<file path="config.mk">
export PLATFORM = sky130hd
export DESIGN_NAME = rsalu_top
export DESIGN_NICKNAME = d
export VERILOG_FILES = /design/src/rtl/rsalu_pkg.sv /design/src/rtl/rsalu_top.sv /design/src/rtl/rsalu_rotate.sv /design/src/rtl/rsalu_subtract.sv
export VERILOG_INCLUDE_DIRS = /design/src /design/src/rtl
export SDC_FILE = /design/constraint.sdc
export NUM_CORES = 1
export LEC_CHECK = 0
export CAP_MARGIN = 20
export CORE_ASPECT_RATIO = 0.8
export CORE_MARGIN = 3
export CORE_UTILIZATION = 47
export CTS_CLUSTER_DIAMETER = 80
export DETAILED_ROUTE_END_ITERATION = 7
export DONT_BUFFER_PORTS = 1
export PLACE_DENSITY = 0.66
export SLEW_MARGIN = 20
export SYNTH_ARGS = -nofsm -noshare
export SYNTH_HDL_FRONTEND = slang
export SYNTH_SLANG_ARGS = --single-unit
</file>
<file path="constraint.sdc">
create_clock -name i_clock -period 2.48 [get_ports i_clock]
set_input_delay 0.496 -clock i_clock [delete_from_list [all_inputs] [get_ports i_clock]]
set_output_delay 0.496 -clock i_clock [all_outputs]
set_load 0.02 [all_outputs]
</file>
<file path="src/rtl/rsalu_regs.svh">
`ifndef RSALU_REGS_SVH
`define RSALU_REGS_SVH
// register offsets on the plain port
`define RSALU_ADDR_WORKING 4'h0
`define RSALU_ADDR_STATUS 4'h4
// status field positions
`define RSALU_FLAG_BORROW 0
`define RSALU_FLAG_NIBBLE 1
`define RSALU_FLAG_NULL 2
`define RSALU_FLAG_RANGE 3
// reset values
`define RSALU_RST_WORKING 8'h00
`define RSALU_RST_FLAGS 4'h0
`define RSALU_READ_IDLE 8'h00
// decrement step and the value that decrements to zero
`define RSALU_DEC_STEP 8'h01
`define RSALU_DEC_LAST 8'h01
`endif

</file>
<file path="src/rtl/rsalu_pkg.sv">
`default_nettype none
package rsalu_pkg;
  typedef logic [7:0] rsalu_byte_t;
  typedef logic [3:0] rsalu_flags_t;
  typedef logic [3:0] rsalu_addr_t;
  typedef enum logic [2:0] {
    op_idle,
    op_rotate_right_to_working,
    op_rotate_right_through_borrow_mem,
    op_rotate_right_through_borrow_working,
    op_subtract_with_borrow_working,
    op_subtract_with_borrow_memory,
    op_decrement_skip_if_null
  } rsalu_op_t;
  typedef enum logic {st_run, st_dummy} rsalu_state_t;
  // zero test shared by subtract and decrement
  function automatic logic rsalu_is_null(input rsalu_byte_t v);
    return v == 8'h00;
  endfunction : rsalu_is_null
endpackage : rsalu_pkg
`default_nettype wire

</file>
<file path="src/rtl/rsalu_top.sv">
// Added by the designer: the strobed register port and the register offsets.
`timescale 1ns/1ns
`default_nettype none
// Contract
// - rotate right into working, flags untouched
// - memory rotate through borrow bit
// - borrow rotate, result into working
// - working minus memory minus inverted borrow
// - subtract to working, four flags updated
// - subtract to memory, same flags
// - borrow clear on negative, else set
// - decrement memory, skip when zero
// - skip adds one dummy cycle
// - nonzero result continues without skip
`include "rsalu_regs.svh"
module rsalu_top (
  input wire logic i_clock,
  input wire logic i_sys_rst,
  input wire logic i_clk_en,
  input wire logic i_op_valid,
  input wire rsalu_pkg::rsalu_op_t i_op_code,
  input wire rsalu_pkg::rsalu_byte_t i_mem_data,
  input wire rsalu_pkg::rsalu_addr_t i_reg_addr,
  input wire rsalu_pkg::rsalu_byte_t i_reg_wdata,
  input wire logic i_reg_wr,
  input wire logic i_reg_rd,
  output rsalu_pkg::rsalu_byte_t o_reg_rdata,
  output rsalu_pkg::rsalu_byte_t o_working,
  output rsalu_pkg::rsalu_flags_t o_flags,
  output logic o_mem_wr,
  output rsalu_pkg::rsalu_byte_t o_mem_wdata,
  output logic o_skip,
  output logic o_busy
);
  import rsalu_pkg::*;

  rsalu_state_t state;
  rsalu_state_t next_state;
  rsalu_byte_t next_working;
  rsalu_flags_t next_flags;
  rsalu_byte_t next_mem_wdata;
  logic next_mem_wr;
  logic next_skip;
  logic take;
  logic through;
  rsalu_byte_t rot_result;
  logic rot_borrow;
  rsalu_byte_t sub_diff;
  logic sub_borrow;
  logic sub_nibble;
  logic sub_range;
  logic sub_null;
  rsalu_byte_t dec_value;

  // address match, used by both register write paths
  function automatic logic reg_hit(input rsalu_addr_t addr, input rsalu_addr_t offset);
    return addr == offset;
  endfunction : reg_hit

  // an op is only taken outside the dummy cycle; ops offered then are dropped
  assign take = i_clk_en && i_op_valid && (state == st_run);
  assign through = (i_op_code != op_rotate_right_to_working);
  assign dec_value = i_mem_data - `RSALU_DEC_STEP;

  rsalu_rotate u_rotate (
    .i_data(i_mem_data),
    .i_borrow(o_flags[`RSALU_FLAG_BORROW]),
    .i_through(through),
    .o_result(rot_result),
    .o_borrow(rot_borrow)
  );

  rsalu_subtract u_subtract (
    .i_minuend(o_working),
    .i_subtrahend(i_mem_data),
    .i_borrow_in(o_flags[`RSALU_FLAG_BORROW]),
    .o_diff(sub_diff),
    .o_borrow_out(sub_borrow),
    .o_nibble(sub_nibble),
    .o_range(sub_range),
    .o_null(sub_null)
  );

  // next values; an op that writes a register wins over a bus write beside it
  always_comb begin
    next_working = o_working;
    next_flags = o_flags;
    next_mem_wr = 1'b0;
    next_mem_wdata = o_mem_wdata;
    next_skip = 1'b0;
    if (i_reg_wr && reg_hit(i_reg_addr, `RSALU_ADDR_WORKING)) begin
      next_working = i_reg_wdata;
    end
    if (i_reg_wr && reg_hit(i_reg_addr, `RSALU_ADDR_STATUS)) begin
      next_flags = i_reg_wdata[3:0];
    end
    if (take) begin
      case (i_op_code)
        op_rotate_right_to_working: begin
          next_working = rot_result;
        end
        op_rotate_right_through_borrow_mem: begin
          next_mem_wr = 1'b1;
          next_mem_wdata = rot_result;
          next_flags[`RSALU_FLAG_BORROW] = rot_borrow;
        end
        op_rotate_right_through_borrow_working: begin
          next_working = rot_result;
          next_flags[`RSALU_FLAG_BORROW] = rot_borrow;
        end
        op_subtract_with_borrow_working: begin
          next_working = sub_diff;
          next_flags = {sub_range, sub_null, sub_nibble, sub_borrow};
        end
        op_subtract_with_borrow_memory: begin
          next_mem_wr = 1'b1;
          next_mem_wdata = sub_diff;
          next_flags = {sub_range, sub_null, sub_nibble, sub_borrow};
        end
        op_decrement_skip_if_null: begin
          next_mem_wr = 1'b1;
          next_mem_wdata = dec_value;
          next_skip = rsalu_is_null(dec_value);
        end
        default: begin
          next_working = next_working;
        end
      endcase
    end
  end

  always_comb begin
    next_state = state;
    case (state)
      st_run: begin
        if (next_skip) begin
          next_state = st_dummy;
        end
      end
      st_dummy: begin
        next_state = st_run;
      end
      default: begin
        next_state = st_run;
      end
    endcase
  end

  // sequencing state and the busy output mirror each other
  always_ff @(posedge i_clock or posedge i_sys_rst) begin
    if (i_sys_rst) begin
      state <= st_run;
      o_busy <= 1'b0;
    end else if (i_clk_en) begin
      state <= next_state;
      o_busy <= (next_state == st_dummy);
    end
  end

  // working register and status flags
  always_ff @(posedge i_clock or posedge i_sys_rst) begin
    if (i_sys_rst) begin
      o_working <= `RSALU_RST_WORKING;
      o_flags <= `RSALU_RST_FLAGS;
    end else if (i_clk_en) begin
      o_working <= next_working;
      o_flags <= next_flags;
    end
  end

  // memory write and skip strobes, one cycle each
  always_ff @(posedge i_clock or posedge i_sys_rst) begin
    if (i_sys_rst) begin
      o_mem_wr <= 1'b0;
      o_mem_wdata <= `RSALU_RST_WORKING;
      o_skip <= 1'b0;
    end else if (i_clk_en) begin
      o_mem_wr <= next_mem_wr;
      o_mem_wdata <= next_mem_wdata;
      o_skip <= next_skip;
    end
  end

  // read data show the value before any update of the same cycle
  always_ff @(posedge i_clock or posedge i_sys_rst) begin
    if (i_sys_rst) begin
      o_reg_rdata <= `RSALU_READ_IDLE;
    end else if (i_clk_en) begin
      o_reg_rdata <= `RSALU_READ_IDLE;
      if (i_reg_rd) begin
        case (i_reg_addr)
          `RSALU_ADDR_WORKING: o_reg_rdata <= o_working;
          `RSALU_ADDR_STATUS: o_reg_rdata <= {4'h0, o_flags};
          default: o_reg_rdata <= `RSALU_READ_IDLE;
        endcase
      end
    end
  end

  // reference values for the checks, built apart from the datapath
  rsalu_byte_t ref_diff;
  logic ref_nonneg;
  logic [8:0] ref_need;
  assign ref_diff = o_working - i_mem_data - {7'h00, ~o_flags[`RSALU_FLAG_BORROW]};
  assign ref_need = {1'b0, i_mem_data} + {8'h00, ~o_flags[`RSALU_FLAG_BORROW]};
  assign ref_nonneg = ({1'b0, o_working} >= ref_need);
endmodule : rsalu_top
`default_nettype wire

</file>
<file path="src/rtl/rsalu_rotate.sv">
`timescale 1ns/1ns
`default_nettype none
module rsalu_rotate (
  input wire rsalu_pkg::rsalu_byte_t i_data,
  input wire logic i_borrow,
  input wire logic i_through,
  output wire rsalu_pkg::rsalu_byte_t o_result,
  output wire logic o_borrow
);
  import rsalu_pkg::*;
  genvar g;
  // bits 0 to 6 take the bit above them
  generate
    for (g = 0; g < 7; g++) begin : g_shift
      assign o_result[g] = i_data[g + 1];
    end
  endgenerate
  assign o_result[7] = i_through ? i_borrow : i_data[0];
  assign o_borrow = i_data[0];
endmodule : rsalu_rotate
`default_nettype wire

</file>
<file path="src/rtl/rsalu_subtract.sv">
`timescale 1ns/1ns
`default_nettype none
module rsalu_subtract (
  input wire rsalu_pkg::rsalu_byte_t i_minuend,
  input wire rsalu_pkg::rsalu_byte_t i_subtrahend,
  input wire logic i_borrow_in,
  output wire rsalu_pkg::rsalu_byte_t o_diff,
  output wire logic o_borrow_out,
  output wire logic o_nibble,
  output wire logic o_range,
  output wire logic o_null
);
  import rsalu_pkg::*;
  logic take_one;
  logic [8:0] full;
  logic [4:0] low;
  assign take_one = ~i_borrow_in;
  assign full = {1'b0, i_minuend} - {1'b0, i_subtrahend} - {8'h00, take_one};
  // low nibble done apart so the nibble borrow needs no extra carry tap
  assign low = {1'b0, i_minuend[3:0]} - {1'b0, i_subtrahend[3:0]} - {4'h0, take_one};
  assign o_diff = full[7:0];
  assign o_borrow_out = ~full[8];
  assign o_nibble = ~low[4];
  // signed overflow: operands differ in sign and result sign left the minuend's
  assign o_range = (i_minuend[7] ^ i_subtrahend[7]) & (i_minuend[7] ^ full[7]);
  assign o_null = rsalu_is_null(full[7:0]);
endmodule : rsalu_subtract
`default_nettype wire

</file>
==> results.py, run 1 <==
metrics = {
    "run_status": {
        "status": "finished with violations",
        "failed_checks": "setup timing",
    },
    "sta": {
        "worst_slack_ps": -234.5,
        "period_share_pct": 109.5,
        "worst_clock_skew_ps": 6.734,
        "period_needed_ps": 2714,
        "grt_setup_unrepaired": "true",
        "drv_slew": 0,
        "finalSetupViolCount": 12,
        "fmax_ghz": 0.3684,
        "maxSlewHeadroom_pct": 48.04,
        "tightest_slew_ps": 778.5,
        "tns_ps": -1603,
        "hold_viol": 0,
    },
    "routing": {
        "vias": 2331,
        "route.detailed.drc": 0,
        "routedWlPerCell_um": 20.23,
        "drtAntennaViolNets": 0,
        "totalWireLength_mm": 7.466,
        "wl_met2_mm": 3.337,
        "drt_pass1_iterations": 5,
        "viasPerCell": 6.317,
        "wl_met1_mm": 3.257,
        "drt_iter0_markers": 155,
        "wl_met3_um": 767,
        "top_layer_used": "met4",
    },
    "logic_synthesis": {
        "synth_top_cell_area_share_pct": 32.07,
        "synth_common_cells": "dfrtp_1 (31), inv_1 (25), nor2_1 (24)",
        "synthSimpleGateAreaFrac_pct": 17.69,
        "yosysMostFrequentCell": "dfrtp_1",
        "synthesis.area_mm2": 0.002419,
        "muxShareOfSynthArea_pct": 2.069,
        "syn_area_per_cell_um2": 8.700,
        "synthTopCellsByArea": "dfrtp_1 (32%), ha_1 (8.3%), inv_1 (3.9%)",
        "ys_seq_area_share_pct": 32.07,
        "ys_warn_count": 0,
        "synth.distinct_cells": 55,
        "synth.ff_latch_count": 31,
        "synth_top_area_cell": "dfrtp_1",
        "synthArstFlopShare_pct": 100.0,
        "ys.flop_type": "dfrtp_1",
        "syn_nets": 325,
        "synthCells": 278,
        "synth_compound_area_share_pct": 25.97,
        "synthXorXnorAreaFrac_pct": 5.432,
        "synth_adder_area_share_pct": 9.933,
        "synth_top_family_by_area": "compound AO/OA/AOI/OAI gates",
        "synth_edf_count": 0,
    },
    "clocking": {
        "insertion_delay_ps": 280,
        "cts_sinks": 31,
        "holdBufCountCts": 0,
        "numCtsBuffers": 5,
        "htree_levels": 2,
        "clock_path_buffers": 2,
        "ctsRootBufferMaster": "clkbuf_8",
        "clkTransAtPathRegs_ps": 70,
        "cts_tree": "done",
    },
    "finish": {
        "final_cell_area_mm2": 0.003018,
        "drive_gt1_share_pct": 25.57,
        "antenna_cells": 0,
        "stdcell_count": 369,
        "syn2layout_area_growth_pct": 24.78,
        "fill_cells": 425,
        "final_nets": 355,
    },
    "pwr": {
        "leakagePower_nw": 1.301,
        "ir_worst_vdd_v": 0.0008287,
        "pwr-share-clk_pct": 14.6,
        "p_per_area_mw_per_mm2": 1192,
        "p_total_mw": 3.596,
        "p_comb_share_pct": 62.5,
        "intPower_mw": 2.048,
        "p_switching_mw": 1.548,
        "p_seq_share_pct": 22.9,
        "switching_share_pct": 43.06,
    },
    "setup_path": {
        "critical_path.endpoint_type": "flip-flop",
        "worst-setup-path-type": "flip-flop to flip-flop",
        "crit_chain": "fa_1, ha_2, nor2_4, fa_2, a21bo_4, a211oi_4, xor2_1, a32oi_1, nand3_1",
        "start_kind": "flip-flop",
        "worstPathArrival_ps": 2870,
        "critPathMaxFanout": 3,
        "cp_data_required_time_ps": 2640,
        "slowest_stage": "fa_1",
        "max_stage_delay_ps": 530,
    },
    "global_routing": {
        "grt_max_degree": 22,
        "globalRouteOverflowTotal": 0,
        "track_usage_pct": 24.55,
        "antenna_found_initial": 0,
        "first_global_vias": 2231,
        "grt_pass1_wl_mm": 11.65,
    },
    "placed_design": {
        "dpl_cell_area_mm2": 0.002688,
        "dp.cells": 356,
        "gp_congestion": 0.9017,
        "hpwlAfterDp_mm": 5.609,
        "port_buffers": 0,
    },
    "floorplanning": {
        "die_area_mm2": 0.006048,
        "row_count": 22,
        "start_util_pct": 50.79,
        "die_h_um": 70.16,
        "core_mm2": 0.004762,
        "dieWidth_um": 86.20,
        "ios": 60,
    },
    "min_path": {
        "hp-class": "primary input to async pin",
    },
    "flow_run": {
        "maxCapViolations": 0,
    },
}
-- final timing paths --
check                                         start                         end  slack, ps  depth (start not counted)
min in group i_clock                       i_clk_en          o_skip$_DFFE_PP0P_        310                          1
max reg2reg                o_working[0]$_DFFE_PP0P_    o_working[6]$_DFFE_PP0P_       -230                          9
min reg2reg                    o_mem_wr$_DFFE_PP0P_        o_mem_wr$_DFFE_PP0P_        630                          1
max in group asynchronous                 i_sys_rst  o_mem_wdata[6]$_DFFE_PP0P_       1630                          2
min                                       i_sys_rst  o_reg_rdata[3]$_DFFE_PP0P_        240                          1
max                        o_working[0]$_DFFE_PP0P_    o_working[6]$_DFFE_PP0P_       -230                          9
-- cells in the final DEF, fill, tap and decap left out, types with 7 or more instances in the layout --
cell	count
buf_4	32
dfrtp_1	30
inv_1	24
nor2_1	22
a21oi_1	15
nand2_1	14
ha_1	14
nand3_1	9
nor3_1	8
a22o_1	7
o21ai_1	7
xnor2_1	7
-- power groups by stage --
stage	clock [mW]	combinational, mW	sequential (mW)
final	0.523	2.25	0.824
after global routing	0.551	2.42	0.837
after CTS	0.529	1.99	0.818
after detailed placement	0	1.82	0.825
after global placement	0	1.79	0.829
after floorplan	0	1.11	0.876
-- final cells by class --
type / instances / area, um^2 / share of cell area (%)
Clock buffer: 6 / 82.58 / 2.736
Clock inverter: 2 / 35.03 / 1.161
Inverter: 25 / 101.3 / 3.358
Multi-Input combinational cell: 209 / 1662 / 55.06
Sequential cell: 31 / 777.0 / 25.75
Tap cell: 60 / 75.07 / 2.488
Timing Repair Buffer: 36 / 285.3 / 9.453
-- critical path: cells and delay by family, from the launching register on --
kind | cells | cell delay [ps]
XOR/XNOR | 1 | 140
adder cells (fa/ha/maj) | 3 | 1090
AND/OR/NAND/NOR | 2 | 160
flip-flops | 1 | 440
AO/OA/AOI/OAI | 3 | 760
-- cell families (layout without fill, tap and decap cells) --
kind of cell	after synthesis	in the layout
AO/OA/AOI/OAI	88	88
XOR/XNOR	15	15
adder cells (fa/ha/maj)	18	18
buffers and inverters	38	69
flip-flops	31	31
multiplexers	5	5
AND/OR/NAND/NOR	83	83
-- registers in the layout, summed over array words and instances, names as in the netlist --
signal,count
state,1
o_reg_rdata,8
o_skip,1
o_mem_wr,1
o_working,8
o_flags,4
o_mem_wdata,8
-- layer usage --
metal	GRT usage, %	up-vias
li1	-	1071
met4	4.325	0
met1	35.09	1127
met2	37.30	122
met5	0	-
met3	6.958	11
-- repair_timing --
item                                    in CTS  in global routing
setup buffers                                4                  1
pin swaps                                   17                 13
resized for setup                           14                 23
cloned                                       0                  0
endpoints found under the setup margin      11                 17
-- through the flow --
step / setup WS, ps / util (%) / hold WS [ps]
after floorplan: -177.2 / - / 593.5
after global placement: -231.7 / 56.44 / 565.9
after detailed placement: -301.0 / 56.44 / 579.4
after CTS: -173.8 / 60.61 / 276.2
after global routing: -310.4 / 63.37 / 304.0
final: -234.5 / 63.37 / 242.8
Note: power is estimated with default switching activity, not from simulation.
==> run 2: changes to the inputs <==
- CORE_UTILIZATION: 47 -> 35
- PLACE_DENSITY: 0.66 -> 0.53
- TNS_END_PERCENT: not set -> 50
==> run 2 against run 1 <==
  * The run still ends with setup timing left
  * Utilization fell by 18 points
  * Register-to-register slack better by 80 ps
  * Via count decreased by 5.4%
  * Critical endpoint is now o_flags[2]$_DFFE_PP0P_
  * Highest routed layer unchanged
==> results.py, run 2 (same netlist as run 1, synthesis figures left out) <==
metrics = {
    "setup_path": {
        "worst-setup-path-type": "flip-flop to flip-flop",
        "max_stage_delay_ps": 600,
        "critical_path.endpoint_type": "flip-flop",
        "path_common_cell": "fa_2",
        "start_kind": "flip-flop",
        "critPathMaxFanout": 3,
        "critical_path_buf_inv_count": 0,
        "slowest_stage": "fa_2",
        "worstPathArrival_ps": 2850,
        "cp_data_required_time_ps": 2690,
        "cp.depth": 9,
        "ff2ff_path_depth": 9,
        "crit_chain": "fa_2, ha_4, nor2_4, fa_2, and3b_1, a2bb2oi_4, a211oi_1, o2111ai_1, a31oi_1",
        "cp_top_family": "adder cells",
    },
    "min_path": {
        "hp-class": "primary input to async pin",
    },
    "global_routing": {
        "globalRouteOverflowTotal": 0,
        "grt_pass1_wl_mm": 12.06,
        "antenna_found_initial": 0,
        "track_usage_pct": 19.74,
        "first_global_vias": 2159,
        "grt_max_degree": 32,
    },
    "pwr": {
        "switching_share_pct": 44.17,
        "ir_worst_vdd_v": 0.0005826,
        "p_per_area_mw_per_mm2": 1179,
        "leakagePower_nw": 1.262,
        "p_comb_share_pct": 60.7,
        "pwr-share-clk_pct": 15.3,
        "intPower_mw": 1.935,
        "p_total_mw": 3.466,
        "p_seq_share_pct": 24.0,
        "p_switching_mw": 1.531,
    },
    "floorplanning": {
        "dieWidth_um": 98.94,
        "start_util_pct": 36.99,
        "core_mm2": 0.006539,
        "die_area_mm2": 0.007950,
        "die_h_um": 80.35,
        "ios": 60,
        "row_count": 26,
    },
    "routing": {
        "vias": 2204,
        "routedWlPerCell_um": 20.07,
        "drt_iter0_markers": 144,
        "totalWireLength_mm": 7.727,
        "drtAntennaViolNets": 0,
        "drt_pass1_iterations": 4,
        "viasPerCell": 5.725,
        "route.detailed.drc": 0,
    },
    "clocking": {
        "holdBufCountCts": 0,
        "clkTransAtPathRegs_ps": 70,
        "clock_path_buffers": 2,
        "ctsRootBufferMaster": "clkbuf_8",
        "htree_levels": 2,
        "numCtsBuffers": 5,
        "cts_tree": "done",
        "cts_sinks": 31,
        "insertion_delay_ps": 290,
    },
    "sta": {
        "grt_setup_unrepaired": "true",
        "tightest_slew_ps": 629.1,
        "worst_clock_skew_ps": 3.261,
        "holdWs_ps": 181.5,
        "fmax_ghz": 0.3794,
        "maxSlewHeadroom_pct": 58.06,
        "period_needed_ps": 2636,
        "hold_viol": 0,
        "worst_slack_ps": -156.1,
        "drv_slew": 0,
        "period_share_pct": 106.3,
        "finalSetupViolCount": 9,
    },
    "finish": {
        "fin_util_pct": 44.95,
        "final_cell_mix": "dfrtp_1 (30), buf_4 (28), inv_1 (23), nor2_1 (23), a21oi_1 (17)",
        "final_nets": 347,
        "drive_gt1_share_pct": 21.59,
        "layout_commonest_cell": "dfrtp_1",
        "antenna_cells": 0,
        "fill_cells": 650,
        "reg.largest.list": "o_mem_wdata (8), o_reg_rdata (8), o_working (8)",
        "syn2layout_area_growth_pct": 21.52,
    },
    "placed_design": {
        "hpwlAfterDp_mm": 5.991,
        "gp_congestion": 0.8265,
        "dpl_worst_slack_ps": -313.1,
        "port_buffers": 0,
    },
    "run_status": {
        "failed_checks": "setup timing",
        "status": "finished with violations",
    },
    "flow_run": {
        "maxCapViolations": 0,
    },
}
run 2: cell types whose count changed in the layout (fill, tap and decap cells not counted), moves of 2 or more:
cell / previous run / this run
a21oi_2: 3 / 1
a21oi_1: 15 / 17
o21ai_0: 5 / 7
a211oi_2: 2 / 0
buf_4: 32 / 28
a2bb2oi_2: 2 / 0
buf_6: 4 / 0
o21ai_1: 7 / 5
run 2: final timing paths:
path / start / endpoint / slack, ps
setup / recovery: o_flags[0]$_DFFE_PP0P_ / o_flags[2]$_DFFE_PP0P_ / -160
hold reg to reg: o_reg_rdata[0]$_DFFE_PP0P_ / o_reg_rdata[0]$_DFFE_PP0P_ / 630
setup reg to reg: o_flags[0]$_DFFE_PP0P_ / o_flags[2]$_DFFE_PP0P_ / -160
hold / removal: i_sys_rst / o_reg_rdata[7]$_DFFE_PP0P_ / 180
max in group asynchronous: i_sys_rst / o_working[0]$_DFFE_PP0P_ / 1970
min in group i_clock: i_clk_en / o_flags[1]$_DFFE_PP0P_ / 300
run 2: through the flow:
step           instances  area, um^2  setup TNS (ps)
2_1_floorplan        278        2451          -677.9
3_3_place_gp         376        2688           -1539
3_5_place_dp         376        2688           -2508
4_1_cts              384        2830          -690.0
5_1_grt              385        2939           -1692
6_report             385        2939          -906.4
run 2: cell type report:
type	instances	area [um^2]	share of cell area (%)
sequential	31	777.0	26.44
tap	84	105.1	3.576
timing repair buffer	28	210.2	7.152
clock inverter	2	35.03	1.192
clock buffer	6	82.58	2.810
inverter	25	101.3	3.448
multi-input combinational	209	1628	55.39
run 2: repair_timing:
action                                  in CTS  in global routing
buffers inserted                             0                  2
endpoints found under the setup margin      14                 16
gates resized for setup                     10                 18
pin swaps                                    7                  8
run 2: power groups by stage:
| stage | sequential [mW] | combinational (mW) | clock (mW) |
|---|---|---|---|
| finish | 0.831 | 2.10 | 0.532 |
| global route | 0.843 | 2.30 | 0.565 |
| CTS | 0.826 | 1.86 | 0.544 |
| detailed placement | 0.835 | 1.81 | 0 |
| global placement | 0.830 | 1.79 | 0 |
| floorplan | 0.876 | 1.10 | 0 |
run 2: layer usage:
metal  GRT usage, %  vias to the layer above  wire length (um)
li1               -                     1056                 -
met5              0                        -                 0
met2          28.82                       78              3303
met4          5.730                        0               144
met3          3.993                        9               597
met1          29.10                     1061              3682
run 2: worst reg2reg max path, stage by stage (launching register included):
cell       delay (ps)
dfrtp_1           440
fa_2              600
ha_4              160
nor2_4             40
fa_2              360
and3b_1           220
a2bb2oi_4         190
a211oi_1          270
o2111ai_1         150
a31oi_1           140
==> run 3: changes to the inputs <==
--- a/config.mk
+++ b/config.mk
@@ -13,2 +13,3 @@
 export CTS_CLUSTER_DIAMETER = 80
+export CTS_CLUSTER_SIZE = 12
 export DETAILED_ROUTE_END_ITERATION = 7
==> constraint.sdc (replaced) <==
create_clock -name i_clock -period 2.48 [get_ports i_clock]
set_input_delay 0.372 -clock i_clock [delete_from_list [all_inputs] [get_ports i_clock]]
set_output_delay 0.372 -clock i_clock [all_outputs]
set_load 0.02 [all_outputs]
==> run 3 against run 2 <==
  * The flow still finishes with violations (setup timing)
  * Design area is 1.7% lower
  * Sequential share of layout area is 0.47 points higher
  * Sequential power is 0.5% lower
  * Power is 7.6% lower
  * Die area stayed put
  * Cell count stayed put
  * Flip-flop and latch count stayed put
  * Critical path depth stayed put
  * Clock power is 20% lower
  * Worst hold slack worse by 64 ps
  * Wire length is 0.14% lower
  * Combinational power is 7% lower
  * Critical endpoint is now o_working[6]$_DFFE_PP0P_
==> results.py, run 3 (same netlist as run 1, synthesis figures left out) <==
metrics = {
    "run_status": {
        "status": "finished with violations",
        "failed_checks": "setup timing",
    },
    "floorplanning": {
        "die_h_um": 80.35,
        "start_util_pct": 36.99,
        "ios": 60,
        "dieWidth_um": 98.94,
        "core_mm2": 0.006539,
        "row_count": 26,
        "die_area_mm2": 0.007950,
    },
    "finish": {
        "layout_commonest_cell": "dfrtp_1",
        "fill_cells": 661,
        "antenna_cells": 0,
        "final_cell_mix": "dfrtp_1 (30), buf_4 (29), inv_1 (24)",
        "syn2layout_area_growth_pct": 19.40,
        "register_area_um2": 777.0,
        "drive_gt1_share_pct": 21.26,
        "final_nets": 348,
        "multiInputGateArea_mm2": 0.001607,
        "reg.largest.list": "o_mem_wdata (8), o_reg_rdata (8), o_working (8)",
    },
    "routing": {
        "route.detailed.drc": 0,
        "drtAntennaViolNets": 0,
        "drt_iter0_markers": 164,
        "totalWireLength_mm": 7.716,
        "drt_pass1_iterations": 4,
        "viasPerCell": 5.782,
        "routedWlPerCell_um": 20.04,
        "vias": 2226,
    },
    "sta": {
        "drv_slew": 0,
        "period_needed_ps": 2649,
        "grt_setup_unrepaired": "true",
        "tightest_slew_ps": 795.1,
        "worst_clock_skew_ps": 2.145,
        "maxSlewHeadroom_pct": 46.93,
        "holdWs_ps": 117.6,
        "fmax_ghz": 0.3776,
        "period_share_pct": 106.8,
        "hold_viol": 0,
        "worst_slack_ps": -168.6,
        "finalSetupViolCount": 10,
    },
    "pwr": {
        "p_per_area_mw_per_mm2": 1109,
        "p_comb_share_pct": 60.9,
        "pwr-share-clk_pct": 13.3,
        "ir_worst_vdd_v": 0.0005511,
        "leakagePower_nw": 1.248,
        "intPower_mw": 1.741,
        "switching_share_pct": 45.65,
        "p_seq_share_pct": 25.8,
        "p_switching_mw": 1.462,
    },
    "placed_design": {
        "gp_congestion": 0.9201,
        "port_buffers": 0,
        "hpwlAfterDp_mm": 6.171,
        "dpl_worst_slack_ps": -202.6,
    },
    "global_routing": {
        "grt_max_degree": 21,
        "grt_pass1_wl_mm": 12.13,
        "globalRouteOverflowTotal": 0,
        "track_usage_pct": 20.03,
        "antenna_found_initial": 0,
        "first_global_vias": 2153,
    },
    "clocking": {
        "numCtsBuffers": 5,
        "clkTransAtPathRegs_ps": 70,
        "htree_levels": 2,
        "insertion_delay_ps": 290,
        "holdBufCountCts": 0,
        "ctsRootBufferMaster": "clkbuf_8",
        "clock_path_buffers": 2,
        "cts_tree": "done",
        "cts_sinks": 31,
    },
    "setup_path": {
        "ff2ff_path_depth": 9,
        "cp_data_required_time_ps": 2650,
        "crit_chain": "fa_1, ha_2, nor2_2, fa_2, a21bo_4, a211oi_4, xor2_1, a32oi_1, nand3_1",
        "max_stage_delay_ps": 550,
        "critical_path_buf_inv_count": 0,
        "r2r_start": "o_flags[0]$_DFFE_PP0P_",
        "cp_top_family": "adder cells",
        "start_kind": "flip-flop",
        "r2r_slack_ps": -170,
        "worst-setup-path-type": "flip-flop to flip-flop",
        "critical_path.endpoint_type": "flip-flop",
        "slowest_stage": "fa_1",
        "rr_endpoint": "o_working[6]$_DFFE_PP0P_",
        "worstPathArrival_ps": 2820,
        "critPathMaxFanout": 3,
    },
    "min_path": {
        "hp-class": "primary input to async pin",
    },
    "flow_run": {
        "maxCapViolations": 0,
    },
}
-- run 3: cell types whose count changed in the layout (fill, tap and decap cells not counted), sizes merged --
| cell | change |
|---|---|
| buf | +1 |
| bufinv | -1 |
-- run 3: how the worst max path moves through the flow --
stage / startpoint / endpoint / slack, ps / depth (start not counted)
after floorplan: o_working[0]$_DFFE_PP0P_ / o_working[6]$_DFFE_PP0P_ / -140 / 10
after global placement: i_mem_data[0] / o_working[6]$_DFFE_PP0P_ / -130 / 11
after detailed placement: o_working[0]$_DFFE_PP0P_ / o_mem_wdata[6]$_DFFE_PP0P_ / -200 / 10
after CTS: o_flags[0]$_DFFE_PP0P_ / o_mem_wdata[6]$_DFFE_PP0P_ / -170 / 10
after global routing: o_flags[0]$_DFFE_PP0P_ / o_flags[0]$_DFFE_PP0P_ / -300 / 9
final: o_flags[0]$_DFFE_PP0P_ / o_working[6]$_DFFE_PP0P_ / -170 / 9
-- run 3: area by class of cell --
cell class                 count  area share, %
sequential                    31          26.91
tap                           84          3.640
multi-input combinational    209          55.63
inverter                      25          3.250
clock inverter                 1         0.1733
clock buffer                   6          2.860
timing repair buffer          29          7.539
-- run 3: worst reg2reg max path, cell delays in order (launching register included) --
cell and delay, ps:
dfrtp_1 440, fa_1 550, ha_2 200, nor2_2 40
fa_2 350, a21bo_4 240, a211oi_4 270, xor2_1 130
a32oi_1 210, nand3_1 90
-- run 3: stage by stage --
stage	total power, mW	util [%]	area [um^2]	std cells	TNS (ps)
finish	3.203	44.16	2888	385	-933.5
global route	3.454	44.16	2888	385	-2375
CTS	3.035	42.71	2793	383	-1123
detailed placement	2.560	40.85	2671	376	-1403
global placement	2.543	40.85	2671	376	-864.4
floorplan	1.954	-	2435	278	-512.3
-- run 3: power by group through the flow --
stage	combinational (mW)	sequential [mW]	clock [mW]
finish	1.95	0.827	0.426
global route	2.15	0.844	0.456
CTS	1.77	0.825	0.438
detailed placement	1.73	0.835	0
global placement	1.71	0.833	0
floorplan	1.08	0.875	0
-- run 3: timing repair --
| action | CTS | global route |
|---|---|---|
| gates resized for setup | 8 | 18 |
| pin swaps | 5 | 7 |
| buffers inserted | 0 | 2 |
| setup endpoints to repair | 11 | 14 |
| hold endpoints to repair | 0 | 0 |
-- run 3: metal layers --
layer / share of wire, % / wire, um / global-route usage, % / up-vias
met1: 48 / 3702 / 29.51 / 1085
met4: 0.73 / 56 / 4.093 / 0
met5: 0 / 0 / 0 / -
li1: - / - / - / 1055
met2: 43 / 3317 / 29.83 / 79
met3: 8.3 / 640 / 4.427 / 7
